==> config.mk <==
export PLATFORM = sky130hd
export DESIGN_NAME = otc_regs
export DESIGN_NICKNAME = d
export VERILOG_FILES = /design/src/design/otc_pkg.sv /design/src/design/otc_conv_timer.sv /design/src/design/otc_regs.sv
export SDC_FILE = /design/constraint.sdc
export NUM_CORES = 1
export LEC_CHECK = 0
export BUFFER_PORTS_ARGS = -buffer_cell sky130_fd_sc_hd__buf_4
export CAP_MARGIN = 20
export CORE_MARGIN = 8
export CORE_UTILIZATION = 25
export CTS_CLUSTER_SIZE = 12
export DETAILED_ROUTE_END_ITERATION = 8
export SYNTH_ARGS = -nofsm -noshare
export SYNTH_HDL_FRONTEND = slang
export SYNTH_HIERARCHICAL = 1
export SYNTH_SLANG_ARGS = --single-unit
export TNS_END_PERCENT = 30
==> constraint.sdc <==
create_clock -name core_clk -period 44 [get_ports core_clk]
set_input_delay 8.8 -clock core_clk [delete_from_list [all_inputs] [get_ports core_clk]]
set_output_delay 8.8 -clock core_clk [all_outputs]
set_load 0.02 [all_outputs]
==> src/design/otc_pkg.sv <==
// Package for the oscillator trim and compensation register bank.
// Assumes a single 125 MHz core clock and an 8-bit register port.
`default_nettype none
package otc_pkg;
  localparam int CLK_MHZ = 125;
  localparam logic [7:0] ADDR_INIT_TRIM = 8'h0B;
  localparam logic [7:0] ADDR_CURVATURE = 8'h0C;
  localparam logic [7:0] ADDR_COMP_CTRL = 8'h0D;
  localparam logic [7:0] ADDR_FINAL_ANALOG = 8'h0E;
  localparam logic [7:0] ADDR_FINAL_DIGITAL = 8'h0F;
  localparam logic [7:0] ADDR_TEMP_RESULT = 8'h20;
  localparam int BIT_SENSE_EN = 7;
  localparam int BIT_BAT_EN = 6;
  localparam int BIT_BAT_RATE = 5;
  localparam logic [7:0] CTRL_WR_MASK = 8'hE0;
  localparam logic [5:0] ANALOG_ZERO_CODE = 6'h20;
  localparam logic [1:0] DIG_TRIM_OFF = 2'h0;
  localparam logic [1:0] DIG_TRIM_PLUS = 2'h1;
  localparam logic [1:0] DIG_TRIM_ZERO = 2'h2;
  localparam logic [1:0] DIG_TRIM_MINUS = 2'h3;
  localparam int ALPHA_SCALE_LOG2 = 11;
  localparam int SLOW_PERIOD_MIN = 10;
  localparam int FAST_PERIOD_MIN = 1;
  localparam int SEC_PER_MIN = 60;
  localparam int CONV_TIME_MS = 22;
  localparam int TEMP_ROOM = 10'h1F4;
  typedef struct packed {
    logic sense_en;
    logic bat_en;
    logic bat_rate;
  } otc_ctrl_t;
  typedef struct packed {
    logic [5:0] analog;
    logic [4:0] digital;
  } otc_trim_t;
  typedef enum logic [1:0] {
    OTC_IDLE = 2'b00,
    OTC_CONV1 = 2'b01,
    OTC_CONV2 = 2'b10,
    OTC_APPLY = 2'b11
  } otc_state_t;
endpackage
`default_nettype wire

==> src/design/otc_conv_timer.sv <==
// Conversion timer: times one temperature conversion.
// Assumes start is a one-cycle pulse on the core clock.
`default_nettype none
module otc_conv_timer #(
  parameter int CYCLES = 2750000
) (
  input wire logic core_clk,
  input wire logic rst,
  input wire logic start,
  output logic done
);
  logic [31:0] cnt_r;
  logic busy_r;
  always_ff @(posedge core_clk) begin
    if (rst) begin
      cnt_r <= 32'h0;
      busy_r <= 1'b0;
    end else if (start) begin
      cnt_r <= 32'h0;
      busy_r <= 1'b1;
    end else if (busy_r) begin
      cnt_r <= cnt_r + 32'h1;
      if (cnt_r == 32'(CYCLES - 1)) begin
        busy_r <= 1'b0;
      end
    end
  end
  assign done = busy_r && (cnt_r == 32'(CYCLES - 1));
endmodule // otc_conv_timer
`default_nettype wire

==> src/design/otc_regs.sv <==
// Oscillator trim and temperature compensation registers with sequencing.
// Assumes factory values are static pins and battery indications are asynchronous pins from outside.
// Behaviour
// (RQ1) Analog trim code 0 is +32 ppm, 0x20 is 0, 0x3F is -31 ppm.
// (RQ2) Initial analog trim loads from factory store and ignores host writes.
// (RQ3) Initial trim register: digital trim bits 7:6, analog trim bits 5:0.
// (RQ4) Curvature register holds magnitude of cold coefficient times 2048, unsigned.
// (RQ5) Curvature loads from factory store and ignores host writes.
// (RQ6) Control register writes change only bits 7:5; gain bits stay factory.
// (RQ7) Sense enable resets to 0; setting it enables sensing and trim adjustment.
// (RQ8) With sense disabled the initial trims drive frequency control.
// (RQ9) Setting sense enable runs two conversions and stores their average.
// (RQ10) Battery compensation enable resets to 0; 1 compensates on battery.
// (RQ11) Battery-low below 2.7 V suppresses battery compensation.
// (RQ12) Battery rate 0 gives 10 minute interval, 1 gives 1 minute.
// (RQ13) Digital trim: 00 off, 01 +30.5, 10 zero, 11 -30.5 ppm, read-only.
// (RQ14) Active compensation derives final trims from temperature, curvature, gain; the final digital trim copies the initial one.
`default_nettype none
module otc_regs
  import otc_pkg::*;
#(
  parameter int CONV_CYCLES = CONV_TIME_MS * CLK_MHZ * 1000,
  parameter longint MIN_CYCLES = longint'(SEC_PER_MIN) * CLK_MHZ * 1000000
) (
  input wire logic core_clk,
  input wire logic rst,
  input wire logic [7:0] addr,
  input wire logic [7:0] wdata,
  input wire logic wr_en,
  input wire logic rd_en,
  output logic [7:0] rdata,
  input wire logic [5:0] fuse_analog_trim,
  input wire logic [1:0] fuse_digital_trim,
  input wire logic [7:0] fuse_curvature,
  input wire logic [4:0] fuse_step_gain,
  input wire logic on_battery,
  input wire logic battery_low,
  input wire logic [9:0] temp_sample,
  output otc_trim_t trim_out,
  output logic sensor_on
);
  logic bat_s1_r, bat_s2_r, low_s1_r, low_s2_r;
  logic [5:0] init_analog_r;
  logic [1:0] init_digital_r;
  logic [7:0] curvature_r;
  logic [4:0] gain_r;
  otc_ctrl_t ctrl_r;
  otc_state_t state_r, state_nxt;
  logic [9:0] samp1_r, temp_r;
  otc_trim_t final_r, trim_r;
  logic [7:0] rdata_r;
  logic [35:0] min_cnt_r;
  logic [3:0] min_tick_r;
  logic conv_done, conv_start;

  always_ff @(posedge core_clk) begin
    bat_s1_r <= on_battery;
    bat_s2_r <= bat_s1_r;
    low_s1_r <= battery_low;
    low_s2_r <= low_s1_r;
  end

  // The final digital trim is sign and magnitude: bit 4 marks a negative step.
  function automatic logic [4:0] dig_ppm_steps(input logic [1:0] code);
    dig_ppm_steps = (code == DIG_TRIM_PLUS) ? 5'h01 : (code == DIG_TRIM_MINUS) ? 5'h11 : 5'h00; // [RQ13]
  endfunction

  // Factory values are recalled on every cycle that reset is held and never written by the host.
  always_ff @(posedge core_clk) begin
    if (rst) begin
      init_analog_r <= fuse_analog_trim; // [RQ2]
      init_digital_r <= fuse_digital_trim; // [RQ13]
      curvature_r <= fuse_curvature; // [RQ5]
      gain_r <= fuse_step_gain; // [RQ6]
    end
  end

  wire ctrl_wr = wr_en && (addr == ADDR_COMP_CTRL);
  wire [7:0] ctrl_byte = {ctrl_r.sense_en, ctrl_r.bat_en, ctrl_r.bat_rate, gain_r};
  wire [7:0] ctrl_merged = (wdata & CTRL_WR_MASK) | (ctrl_byte & ~CTRL_WR_MASK); // [RQ6]
  // A start on battery needs the newly written battery enable and no battery-low indication.
  wire start_ok_new = !bat_s2_r || (wdata[BIT_BAT_EN] && !low_s2_r); // [RQ11]
  wire sense_rise = ctrl_wr && wdata[BIT_SENSE_EN] && !ctrl_r.sense_en && start_ok_new; // [RQ9] [RQ11]

  always_ff @(posedge core_clk) begin
    if (rst) begin
      ctrl_r <= '0; // [RQ7] [RQ10]
    end else if (ctrl_wr) begin
      ctrl_r <= otc_ctrl_t'(ctrl_merged[BIT_SENSE_EN:BIT_BAT_RATE]);
    end
  end

  // Battery-mode interval timer, counted in minutes.
  wire bat_comp_ok = ctrl_r.bat_en && !low_s2_r; // [RQ11]
  wire [3:0] interval_min = ctrl_r.bat_rate ? 4'(FAST_PERIOD_MIN) : 4'(SLOW_PERIOD_MIN); // [RQ12]
  wire min_pulse = (min_cnt_r == 36'(MIN_CYCLES - 1));
  wire bat_due = bat_s2_r && bat_comp_ok && min_pulse && (min_tick_r + 4'h1 >= interval_min); // [RQ12]

  always_ff @(posedge core_clk) begin
    if (rst || !bat_s2_r || !bat_comp_ok) begin
      min_cnt_r <= 36'h0;
      min_tick_r <= 4'h0;
    end else if (min_pulse) begin
      min_cnt_r <= 36'h0;
      min_tick_r <= bat_due ? 4'h0 : min_tick_r + 4'h1;
    end else begin
      min_cnt_r <= min_cnt_r + 36'h1;
    end
  end

  // On VDD, sensing is held by the enable; on battery it also needs the battery enable.
  wire sense_allowed = ctrl_r.sense_en && (!bat_s2_r || bat_comp_ok); // [RQ7] [RQ10] [RQ11]
  wire start_req = sense_rise || (bat_due && ctrl_r.sense_en); // [RQ9]

  always_comb begin
    state_nxt = state_r;
    unique case (state_r)
      OTC_IDLE: if (start_req) state_nxt = OTC_CONV1;
      OTC_CONV1: if (conv_done) state_nxt = OTC_CONV2;
      OTC_CONV2: if (conv_done) state_nxt = OTC_APPLY;
      OTC_APPLY: state_nxt = OTC_IDLE;
    endcase
    if (!sense_allowed && !sense_rise) begin
      state_nxt = OTC_IDLE;
    end
  end

  assign conv_start = (state_r == OTC_IDLE && state_nxt == OTC_CONV1) || (state_r == OTC_CONV1 && conv_done);
  assign sensor_on = (state_r == OTC_CONV1) || (state_r == OTC_CONV2); // [RQ7]

  otc_conv_timer #(.CYCLES(CONV_CYCLES)) u_timer (
    .core_clk(core_clk),
    .rst(rst),
    .start(conv_start),
    .done(conv_done)
  );

  // Curvature correction: alpha * dT^2 / 2048, scaled by the step gain.
  wire signed [10:0] dtemp = $signed({1'b0, temp_r}) - $signed(11'(TEMP_ROOM));
  wire [21:0] dsq = 22'($signed(dtemp) * $signed(dtemp));
  wire [29:0] curve_ppm = 30'((dsq * curvature_r) >> ALPHA_SCALE_LOG2) >> 4; // [RQ4] [RQ14]
  wire [11:0] gain_mult = 12'h10 + {7'h0, gain_r[4], 4'h0} + {8'h0, gain_r[3:0]};
  wire [41:0] corr_full = 42'(curve_ppm) * 42'(gain_mult);
  wire [7:0] corr = (corr_full[41:4] > 38'h3F) ? 8'h3F : 8'(corr_full[11:4]); // [RQ14]
  wire signed [8:0] ana = $signed({3'b0, init_analog_r}) - $signed({1'b0, corr}); // [RQ1] [RQ14]
  wire [5:0] ana_sat = ana < 0 ? 6'h00 : 6'(ana);

  always_ff @(posedge core_clk) begin
    if (rst) begin
      state_r <= OTC_IDLE;
      samp1_r <= 10'h0;
      temp_r <= 10'(TEMP_ROOM);
      final_r <= '0;
    end else begin
      state_r <= state_nxt;
      if (state_r == OTC_CONV1 && conv_done) samp1_r <= temp_sample;
      if (state_r == OTC_CONV2 && conv_done) temp_r <= 10'((11'(samp1_r) + 11'(temp_sample)) >> 1); // [RQ9]
      if (state_r == OTC_APPLY) final_r <= '{analog: ana_sat, digital: 5'(dig_ppm_steps(init_digital_r))}; // [RQ14]
    end
  end

  // Frequency control source: initial trims unless compensation is active.
  always_ff @(posedge core_clk) begin
    if (rst) begin
      trim_r <= '0;
    end else if (sense_allowed) begin
      trim_r <= final_r; // [RQ14]
    end else begin
      trim_r <= '{analog: init_analog_r, digital: 5'(dig_ppm_steps(init_digital_r))}; // [RQ8]
    end
  end
  assign trim_out = trim_r;

  wire [7:0] rd_mux =
    (addr == ADDR_INIT_TRIM) ? {init_digital_r, init_analog_r} : // [RQ3]
    (addr == ADDR_CURVATURE) ? curvature_r : // [RQ4]
    (addr == ADDR_COMP_CTRL) ? ctrl_byte :
    (addr == ADDR_FINAL_ANALOG) ? {2'h0, final_r.analog} :
    (addr == ADDR_FINAL_DIGITAL) ? {3'h0, final_r.digital} :
    (addr == ADDR_TEMP_RESULT) ? temp_r[9:2] : 8'h00;

  always_ff @(posedge core_clk) begin
    if (rst) begin
      rdata_r <= 8'h00;
    end else begin
      rdata_r <= rd_en ? rd_mux : 8'h00;
    end
  end
  assign rdata = rdata_r;
endmodule // otc_regs
`default_nettype wire

==> report_table.html, run 1 <==
<table>
<tr><th>Metric</th><th>Value</th></tr>
<tr><th colspan="2">Outcome</th></tr>
<tr><td>Outcome</td><td>finished clean</td></tr>
<tr><th colspan="2">Power</th></tr>
<tr><td>Largest voltage drop on the vdd net</td><td>between 0.03 and 0.04 mV</td></tr>
<tr><td>Cell internal pwr</td><td>0.000235 W</td></tr>
<tr><td>Comb pwr share</td><td>~7.3%</td></tr>
<tr><td>Power share of the sequential group</td><td>between 40% and 50%</td></tr>
<tr><td>Total power of the final layout</td><td>0.000321 W</td></tr>
<tr><td>Psw</td><td>between 0.00008 and 0.00009 W</td></tr>
<tr><td>Leakage power of the design</td><td>between 9 and 10 nW</td></tr>
<tr><td>Part of the total power dissipated in the clock network</td><td>48.2%</td></tr>
<tr><td>Cell Pwr Density</td><td>about 15 mW/mm²</td></tr>
<tr><td>Switching share of total power</td><td>26.7%</td></tr>
<tr><th colspan="2">Hold path</th></tr>
<tr><td>Worst hold path depth</td><td>0</td></tr>
<tr><td>HP Class</td><td>flip-flop to flip-flop</td></tr>
<tr><th colspan="2">Route</th></tr>
<tr><td>Vias per Instance</td><td>approximately 4.5</td></tr>
<tr><td>First-pass detailed-route iteration total</td><td>6</td></tr>
<tr><td>Routed length per placed instance</td><td>approximately 13 µm</td></tr>
<tr><td>Number of antenna-violating nets in the routed design</td><td>0</td></tr>
<tr><td>Post-route DRC</td><td>0</td></tr>
<tr><td>Via count</td><td>between 10000 and 15000</td></tr>
<tr><td>Wire length after detailed routing</td><td>42600 µm</td></tr>
<tr><td>DRC violation total after the first TritonRoute iteration</td><td>roughly 730</td></tr>
<tr><th colspan="2">Floorplanning</th></tr>
<tr><td>Number of I/O pins</td><td>between 70 and 80</td></tr>
<tr><td>Initial core utilization</td><td>approximately 25%</td></tr>
<tr><td>Chip Height</td><td>approximately 290 µm</td></tr>
<tr><td>Row cnt</td><td>between 100 and 150</td></tr>
<tr><td>Die outline width</td><td>between 200 and 300 µm</td></tr>
<tr><td>Core region area</td><td>about 0.075 mm²</td></tr>
<tr><td>Die area</td><td>between 0.08 and 0.09 mm²</td></tr>
<tr><th colspan="2">Timing</th></tr>
<tr><td>Final period demand of the worst path</td><td>between 15 and 20 ns</td></tr>
<tr><td>Highest Clock Rate</td><td>52.5 MHz</td></tr>
<tr><td>Slew Limit Headroom</td><td>between 30% and 40%</td></tr>
<tr><td>Setup repair after global routing missed its margin</td><td>no</td></tr>
<tr><td>Minimum hold slack</td><td>0.327 ns</td></tr>
<tr><td>Setup-failing EPs final</td><td>0</td></tr>
<tr><td>Worst clock skew</td><td>0.0166 ns</td></tr>
<tr><td>Final count of hold timing violations</td><td>0</td></tr>
<tr><td>Ratio of final minimum period to clock period</td><td>a little over two fifths</td></tr>
<tr><td>Fin. max-slew vios</td><td>0</td></tr>
<tr><td>Worst Max-Slew Pin Slew</td><td>between 0.9 and 1 ns</td></tr>
<tr><td>Summed negative setup slack over all endpoints</td><td>0 ns</td></tr>
<tr><th colspan="2">Synth</th></tr>
<tr><td>Mean area per synthesized cell</td><td>8.68 µm²</td></tr>
<tr><td>Most instantiated flip-flop cell in the synthesis netlist</td><td>sky130_fd_sc_hd__dfxtp_1</td></tr>
<tr><td>Library cell with the largest summed area after synthesis</td><td>sky130_fd_sc_hd__fa_1</td></tr>
<tr><td>Count of flip-flops with a built-in enable after synthesis</td><td>21</td></tr>
<tr><td>Distinct cells, synth</td><td>83</td></tr>
<tr><td>Post-synthesis instance area</td><td>~0.019 mm²</td></tr>
<tr><td>Area share of the largest cell type after synthesis</td><td>26.8%</td></tr>
<tr><td>Cell types with the largest area share after synthesis</td><td>sky130_fd_sc_hd__fa_1 27%, sky130_fd_sc_hd__dfxtp_1 13%, sky130_fd_sc_hd__ha_1 11%</td></tr>
<tr><td>Number of synthesized register bits</td><td>between 100 and 150</td></tr>
<tr><td>Mapped Cells</td><td>roughly 2200</td></tr>
<tr><td>Sequential fraction of the synthesis area</td><td>16.6%</td></tr>
<tr><td>Yosys warns</td><td>6</td></tr>
<tr><td>Async SR Flop Fraction</td><td>0%</td></tr>
<tr><th colspan="2">Clocking</th></tr>
<tr><td>Post-cts sizing count</td><td>0</td></tr>
<tr><td>Clock tree from TritonCTS</td><td>done</td></tr>
<tr><td>Clock Tree Buf Depth</td><td>2</td></tr>
<tr><td>Post-CTS setup buffers</td><td>0</td></tr>
<tr><td># hold bufs at CTS</td><td>0</td></tr>
<tr><td>Cell at the root of the clock tree</td><td>sky130_fd_sc_hd__clkbuf_16</td></tr>
<tr><td>TritonCTS Sinks</td><td>147</td></tr>
<tr><td>Deepest level of the CTS H-tree</td><td>4</td></tr>
<tr><td>Source-to-sink clock delay at the later pin of the worst-skew pair</td><td>around 0.45 ns</td></tr>
<tr><td>Clock transition at path regs</td><td>~0.070 ns</td></tr>
<tr><td>Cts bufs inserted</td><td>17</td></tr>
<tr><th colspan="2">Placement</th></tr>
<tr><td>Count of port buffers added during placement</td><td>64</td></tr>
<tr><td>Detailed placer's ending HPWL</td><td>between 30000 and 40000 µm</td></tr>
<tr><td>Placer Congestion</td><td>between 0.8 and 0.9</td></tr>
<tr><td>Cell area reported after detailed placement</td><td>slightly above 0.02 mm²</td></tr>
<tr><th colspan="2">Critical path</th></tr>
<tr><td>Delay of the slowest cell on the worst path</td><td>0.78 ns</td></tr>
<tr><td>Most used cell along the critical path</td><td>sky130_fd_sc_hd__fa_1</td></tr>
<tr><td>Highest fanout seen on the critical path</td><td>12</td></tr>
<tr><td>Critical Path Sink Type</td><td>flip-flop</td></tr>
<tr><td>Gate family responsible for the most delay along the worst path</td><td>adder cells</td></tr>
<tr><td>Kind of critical path</td><td>flip-flop to flip-flop</td></tr>
<tr><td>Required time of the critical path</td><td>~44 ns</td></tr>
<tr><td>Slowest cell on crit path</td><td>sky130_fd_sc_hd__xnor2_1</td></tr>
<tr><td>Worst Path Buf+Inv</td><td>10</td></tr>
<tr><td>Critical path arrival</td><td>19.41 ns</td></tr>
<tr><td>Worst reg2reg path depth</td><td>between 60 and 70</td></tr>
<tr><td>Type of element launching the critical path</td><td>flip-flop</td></tr>
<tr><td>Total number of cells along the worst setup path</td><td>between 60 and 70</td></tr>
<tr><th colspan="2">Cells and area</th></tr>
<tr><td>Area growth, synth to finish</td><td>11.0%</td></tr>
<tr><td>Final instance area</td><td>between 0.02 and 0.025 mm²</td></tr>
<tr><td>Share of cells above drive strength 1</td><td>roughly 6.9%</td></tr>
<tr><td>Post-layout util</td><td>roughly 28%</td></tr>
<tr><td>Number of nets in the finished design</td><td>about 2700</td></tr>
<tr><td>Fill cells</td><td>8034</td></tr>
<tr><th colspan="2">Global route</th></tr>
<tr><td>Number of global-route vias before repair</td><td>14600</td></tr>
<tr><td>Global-route wire length before repair</td><td>about 73000 µm</td></tr>
<tr><td>GRT Total Usage</td><td>10.2%</td></tr>
<tr><td>Number of antenna violations at the first check in global routing</td><td>1</td></tr>
<tr><td>Pin count of the biggest net entering global routing</td><td>40</td></tr>
<tr><td>Global-route congestion overflow total</td><td>0</td></tr>
<tr><th colspan="2">Flow run</th></tr>
<tr><td>Max-cap viol count</td><td>0</td></tr>
</table>
power by group through the flow:
stage                     combinational (W)  sequential [W]  clock (W)
after global placement            0.0000233        0.000146          0
after floorplan                   0.0000142        0.000143          0
after global routing              0.0000256        0.000143   0.000164
after CTS                         0.0000234        0.000143   0.000159
after detailed placement          0.0000233        0.000146          0
final                             0.0000233        0.000143   0.000155
final timing paths:
path / start / endpoint / slack (ns)
max: temp_r[2]$_SDFFE_PP1P_ / final_r[6]$_SDFFE_PP0N_ / 24.95
min: bat_s1_r$_DFF_P_ / bat_s2_r$_DFF_P_ / 0.33
max reg2reg: temp_r[2]$_SDFFE_PP1P_ / final_r[6]$_SDFFE_PP0N_ / 24.95
min reg2reg: bat_s1_r$_DFF_P_ / bat_s2_r$_DFF_P_ / 0.33
registers in the layout (all words and copies together), names as in the netlist, 2 cells and up:
name,count
samp1_r,10
init_analog_r,6
gain_r,5
min_tick_r,4
trim_out,8
final_r,8
curvature_r,8
min_cnt_r,36
rdata,8
temp_r,10
u_timer/cnt_r,32
state_r,2
init_digital_r,2
ctrl_byte,3
cell usage in the layout (no fill, tap or decap), types with 51 or more instances in the layout:
cell type and instances:
sky130_fd_sc_hd__a21oi_1 100, sky130_fd_sc_hd__and2_1 120, sky130_fd_sc_hd__buf_4 75, sky130_fd_sc_hd__dfxtp_1 126, sky130_fd_sc_hd__fa_1 254, sky130_fd_sc_hd__ha_1 164, sky130_fd_sc_hd__inv_1 350, sky130_fd_sc_hd__nand2_1 240
sky130_fd_sc_hd__nand3_1 51, sky130_fd_sc_hd__nor2_1 114, sky130_fd_sc_hd__o21ai_0 51, sky130_fd_sc_hd__xnor2_1 56
area by class of cell:
class	count	area, µm²	share of cell area (%)
Timing Repair Buffer	76	568	2.70
Antenna cell	1	2.50	0.0119
Clock inverter	15	186	0.887
Clock buffer	17	425	2.02
Tap cell	978	1220	5.82
Inverter	353	1330	6.30
Multi-Input combinational cell	1602	14100	67.3
Sequential cell	147	3150	15.0
metrics by stage:
stage          std cells  worst slack (ns)
5_1_grt             3188             23.74
3_3_place_gp        3155             25.20
3_5_place_dp        3155             25.09
4_1_cts             3187             25.01
6_report            3189             24.95
2_1_floorplan       2185             27.74
kinds of logic after synthesis:
| group | synth area share (%) |
|---|---|
| compound gates | 9.59 |
| xor+xnor | 4.53 |
| fa+ha+maj | 37.7 |
| buf+inv | 8.77 |
| flops | 16.6 |
| mux | 2.23 |
| other cells | 0.0397 |
| simple gates | 20.5 |
metal layers:
metal  track usage, %  vias to the layer above  routed length [µm]
li1                 -                     7101                   -
met1             13.9                     7021               20400
met2             17.2                      210               20300
met3             1.43                       25                1480
met4             2.03                        0                 471
met5                0                        -                   0
synth_stat cells, types with 6 or more instances:
cell type / count
sky130_fd_sc_hd__nor3b_1: 14
sky130_fd_sc_hd__ha_1: 164
sky130_fd_sc_hd__and4_1: 10
sky130_fd_sc_hd__nor4_1: 20
sky130_fd_sc_hd__nor2b_1: 33
sky130_fd_sc_hd__or4_1: 12
sky130_fd_sc_hd__mux2_2: 17
sky130_fd_sc_hd__nand4_1: 23
sky130_fd_sc_hd__or3_1: 16
sky130_fd_sc_hd__or2_2: 6
sky130_fd_sc_hd__clkbuf_1: 70
sky130_fd_sc_hd__dfxtp_1: 126
sky130_fd_sc_hd__fa_1: 254
sky130_fd_sc_hd__mux2i_1: 22
sky130_fd_sc_hd__xor2_1: 42
sky130_fd_sc_hd__a211o_1: 9
sky130_fd_sc_hd__o21ai_0: 51
sky130_fd_sc_hd__nor3_1: 28
sky130_fd_sc_hd__o21a_1: 9
sky130_fd_sc_hd__a31oi_1: 7
sky130_fd_sc_hd__xnor2_1: 56
sky130_fd_sc_hd__nand2b_1: 26
sky130_fd_sc_hd__edfxtp_1: 21
sky130_fd_sc_hd__o21bai_1: 8
sky130_fd_sc_hd__nand3_1: 51
sky130_fd_sc_hd__o31ai_1: 10
sky130_fd_sc_hd__inv_1: 350
sky130_fd_sc_hd__nand2_1: 240
sky130_fd_sc_hd__a21o_1: 24
sky130_fd_sc_hd__and2_1: 120
sky130_fd_sc_hd__nor2_1: 114
sky130_fd_sc_hd__and3_1: 25
sky130_fd_sc_hd__a211oi_1: 7
sky130_fd_sc_hd__a21oi_1: 100
Power figures use the tool's default switching activity.
==> run 2: changes to the inputs <==
==> constraint.sdc (replaced) <==
create_clock -name core_clk -period 15.98 [get_ports core_clk]
set_input_delay 3.196 -clock core_clk [delete_from_list [all_inputs] [get_ports core_clk]]
set_output_delay 3.196 -clock core_clk [all_outputs]
set_load 0.02 [all_outputs]
==> report_table.html, run 2 (synthesis gave the netlist of run 1 again) <==
<table>
<tr><th>Metric</th><th>Value</th></tr>
<tr><th colspan="2">Global route</th></tr>
<tr><td>Number of antenna violations at the first check in global routing</td><td>1</td></tr>
<tr><td>Global-route congestion overflow total</td><td>0</td></tr>
<tr><td>GRT Total Usage</td><td>between 10% and 20%</td></tr>
<tr><td>Met3 GRT Util</td><td>approximately 1.3%</td></tr>
<tr><td>Global-route wire length before repair</td><td>~77000 µm</td></tr>
<tr><td>Gr busiest metal</td><td>met2</td></tr>
<tr><td>M1 GR Usage</td><td>between 10 and 15%</td></tr>
<tr><td>Met2 routing resource usage after global routing</td><td>between 10% and 20%</td></tr>
<tr><td>Pin count of the biggest net entering global routing</td><td>71</td></tr>
<tr><td>Number of global-route vias before repair</td><td>~16000</td></tr>
<tr><th colspan="2">Power</th></tr>
<tr><td>Total power of the final layout</td><td>0.000894 W</td></tr>
<tr><td>Comb pwr share</td><td>under 10%</td></tr>
<tr><td>Psw</td><td>between 0.0002 and 0.00025 W</td></tr>
<tr><td>Power share of the sequential group</td><td>between 40 and 50%</td></tr>
<tr><td>Cell internal pwr</td><td>about 0.00065 W</td></tr>
<tr><td>Cell Pwr Density</td><td>around 37 mW/mm²</td></tr>
<tr><td>Largest voltage drop on the vdd net</td><td>0.103 mV</td></tr>
<tr><td>Switching share of total power</td><td>between 20% and 30%</td></tr>
<tr><td>Leakage power of the design</td><td>roughly 11 nW</td></tr>
<tr><td>Part of the total power dissipated in the clock network</td><td>47.7%</td></tr>
<tr><th colspan="2">Critical path</th></tr>
<tr><td>Total number of cells along the worst setup path</td><td>66</td></tr>
<tr><td>Critical Path Sink Type</td><td>flip-flop</td></tr>
<tr><td>Worst reg2reg setup slack</td><td>about 0.54 ns</td></tr>
<tr><td>End of the critical path</td><td>final_r[6]$_SDFFE_PP0N_</td></tr>
<tr><td>Required time of the critical path</td><td>around 16 ns</td></tr>
<tr><td>Critical path arrival</td><td>~16 ns</td></tr>
<tr><td>Type of element launching the critical path</td><td>flip-flop</td></tr>
<tr><td>Kind of critical path</td><td>flip-flop to flip-flop</td></tr>
<tr><td>Worst R2R End</td><td>final_r[6]$_SDFFE_PP0N_</td></tr>
<tr><td>Slowest cell on crit path</td><td>sky130_fd_sc_hd__fa_1</td></tr>
<tr><td>Worst Path Buf+Inv</td><td>14</td></tr>
<tr><td>Worst reg2reg path depth</td><td>66</td></tr>
<tr><td>Startpoint of the worst setup timing path</td><td>temp_r[2]$_SDFFE_PP1P_</td></tr>
<tr><td>Delay of the slowest cell on the worst path</td><td>0.58 ns</td></tr>
<tr><td>Gate family responsible for the most delay along the worst path</td><td>adder cells</td></tr>
<tr><td>Critical register-to-register path startpoint</td><td>temp_r[2]$_SDFFE_PP1P_</td></tr>
<tr><td>Most used cell along the critical path</td><td>sky130_fd_sc_hd__fa_1</td></tr>
<tr><td>Highest fanout seen on the critical path</td><td>6</td></tr>
<tr><th colspan="2">Hold path</th></tr>
<tr><td>HP Class</td><td>flip-flop to flip-flop</td></tr>
<tr><td>Worst hold path depth</td><td>0</td></tr>
<tr><th colspan="2">Floorplanning</th></tr>
<tr><td>Die area</td><td>0.0848 mm²</td></tr>
<tr><td>Initial core utilization</td><td>between 20% and 30%</td></tr>
<tr><td>Chip Height</td><td>291 µm</td></tr>
<tr><td>Die outline width</td><td>approximately 290 µm</td></tr>
<tr><td>Row cnt</td><td>101</td></tr>
<tr><td>Core region area</td><td>0.0754 mm²</td></tr>
<tr><td>Number of I/O pins</td><td>73</td></tr>
<tr><th colspan="2">Placement</th></tr>
<tr><td>Count of port buffers added during placement</td><td>between 60 and 70</td></tr>
<tr><td>Placed Instances</td><td>approximately 3400</td></tr>
<tr><td>Placer Congestion</td><td>around 0.83</td></tr>
<tr><td>Cell area reported after detailed placement</td><td>approximately 0.022 mm²</td></tr>
<tr><td>Detailed placer's ending HPWL</td><td>around 36000 µm</td></tr>
<tr><th colspan="2">Timing</th></tr>
<tr><td>Final period demand of the worst path</td><td>between 15 and 20 ns</td></tr>
<tr><td>Highest Clock Rate</td><td>roughly 65 MHz</td></tr>
<tr><td>Worst clock skew</td><td>0.0234 ns</td></tr>
<tr><td>Final count of hold timing violations</td><td>0</td></tr>
<tr><td>Summed negative setup slack over all endpoints</td><td>0 ns</td></tr>
<tr><td>Fin. max-slew vios</td><td>0</td></tr>
<tr><td>Setup-failing EPs final</td><td>0</td></tr>
<tr><td>Slew Limit Headroom</td><td>31.5%</td></tr>
<tr><td>Ratio of final minimum period to clock period</td><td>96.6%</td></tr>
<tr><td>Worst Max-Slew Pin Slew</td><td>1.02 ns</td></tr>
<tr><th colspan="2">Cells and area</th></tr>
<tr><td>Post-layout util</td><td>31.7%</td></tr>
<tr><td>Share of cells above drive strength 1</td><td>22.7%</td></tr>
<tr><td>Commonest non-fill, non-tap cell in the layout</td><td>sky130_fd_sc_hd__inv_1</td></tr>
<tr><td>Largest registers ranked by flip-flop count</td><td>min_cnt_r x36, u_timer/cnt_r x32</td></tr>
<tr><td>Number of flip-flops in the largest register</td><td>36</td></tr>
<tr><td>Final cell count without fillers</td><td>around 3500</td></tr>
<tr><td>Register bank with the most flops</td><td>min_cnt_r</td></tr>
<tr><td>Area growth, synth to finish</td><td>26.5%</td></tr>
<tr><td>Final instance area</td><td>between 0.02 and 0.025 mm²</td></tr>
<tr><td>Number of nets in the finished design</td><td>between 2000 and 3000</td></tr>
<tr><td>Commonest cells after routing, fill and taps aside</td><td>333 x sky130_fd_sc_hd__inv_1, 325 x sky130_fd_sc_hd__buf_4, 247 x sky130_fd_sc_hd__fa_1, 231 x sky130_fd_sc_hd__nand2_1, 138 x sky130_fd_sc_hd__ha_1</td></tr>
<tr><th colspan="2">Route</th></tr>
<tr><td>Routed length per placed instance</td><td>roughly 13 µm</td></tr>
<tr><td>Wire length after detailed routing</td><td>approximately 45000 µm</td></tr>
<tr><td>Vias per Instance</td><td>around 4.5</td></tr>
<tr><td>DRC violation total after the first TritonRoute iteration</td><td>approximately 690</td></tr>
<tr><td>Number of antenna-violating nets in the routed design</td><td>0</td></tr>
<tr><td>First-pass detailed-route iteration total</td><td>5</td></tr>
<tr><td>Via count</td><td>15500</td></tr>
<tr><td>Post-route DRC</td><td>0</td></tr>
<tr><th colspan="2">Clocking</th></tr>
<tr><td>Clock tree from TritonCTS</td><td>done</td></tr>
<tr><td>TritonCTS Sinks</td><td>about 150</td></tr>
<tr><td>Source-to-sink clock delay at the later pin of the worst-skew pair</td><td>~0.45 ns</td></tr>
<tr><td>Clock transition at path regs</td><td>about 0.07 ns</td></tr>
<tr><td>Clock Tree Buf Depth</td><td>2</td></tr>
<tr><td>Cts bufs inserted</td><td>17</td></tr>
<tr><td>Deepest level of the CTS H-tree</td><td>4</td></tr>
<tr><td>Cell at the root of the clock tree</td><td>sky130_fd_sc_hd__clkbuf_16</td></tr>
<tr><td># hold bufs at CTS</td><td>0</td></tr>
<tr><th colspan="2">Outcome</th></tr>
<tr><td>Outcome</td><td>finished clean</td></tr>
<tr><th colspan="2">Flow run</th></tr>
<tr><td>Max-cap viol count</td><td>0</td></tr>
</table>
## run 2: stage by stage
stage / worst slack (ns) / hold WS (ns)
2_1_floorplan: 0.000760 / 0.310
5_1_grt: -0.0238 / 0.334
4_1_cts: -0.00496 / 0.328
3_3_place_gp: -0.544 / 0.312
6_report: 0.544 / 0.327
3_5_place_dp: -0.620 / 0.312
## run 2: power by group through the flow
stage	Clock, W	Combinational, W	Sequential [W]
after floorplan	0	0.0000392	0.000395
after global placement	0	0.0000682	0.000403
after detailed placement	0	0.0000685	0.000403
after CTS	0.000444	0.0000713	0.000395
after global routing	0.000453	0.0000807	0.000395
final	0.000426	0.0000738	0.000394
## run 2: metal layers
layer  vias up  routed length [µm]
met5         -                   0
met4         0                 394
met3        31                1320
met2       200               22500
met1      7599               21100
li1       7641                   -
## run 2: worst min path at each step
stage | startpoint | to | slack, ns
after floorplan | bat_s1_r$_DFF_P_ | bat_s2_r$_DFF_P_ | 0.31
after global placement | low_s1_r$_DFF_P_ | low_s2_r$_DFF_P_ | 0.31
after detailed placement | bat_s1_r$_DFF_P_ | bat_s2_r$_DFF_P_ | 0.31
after CTS | bat_s1_r$_DFF_P_ | bat_s2_r$_DFF_P_ | 0.33
after global routing | bat_s1_r$_DFF_P_ | bat_s2_r$_DFF_P_ | 0.33
final | bat_s1_r$_DFF_P_ | bat_s2_r$_DFF_P_ | 0.33
## run 2: area by class of cell
class | count | area [µm²]
antenna | 1 | 2.50
fill | 7823 | 51500
inverter | 353 | 1350
clock buffer | 19 | 464
tap | 978 | 1220
clock inverter | 13 | 150
sequential | 147 | 3160
multi-input combinational | 1602 | 15000
timing repair buffer | 338 | 2600
## run 2: worst register-to-register path: cells and delay by family (launching register included)
| kind | cells | cell delay (ns) |
|---|---|---|
| fa+ha+maj | 19 | 7.90 |
| compound gates | 16 | 2.59 |
| flops | 1 | 0.34 |
| buf+inv | 14 | 1.29 |
| simple gates | 15 | 2.96 |
| xor+xnor | 1 | 0.16 |
| mux | 1 | 0.13 |
## run 2: repair_timing
| action | 4_1_cts | 5_1_grt |
|---|---|---|
| pin swaps | 27 | 156 |
| setup endpoints to repair | 6 | 6 |
| endpoints found under the hold margin | 0 | 0 |
| gates resized for setup | 48 | 144 |
| setup buffers | 16 | 23 |
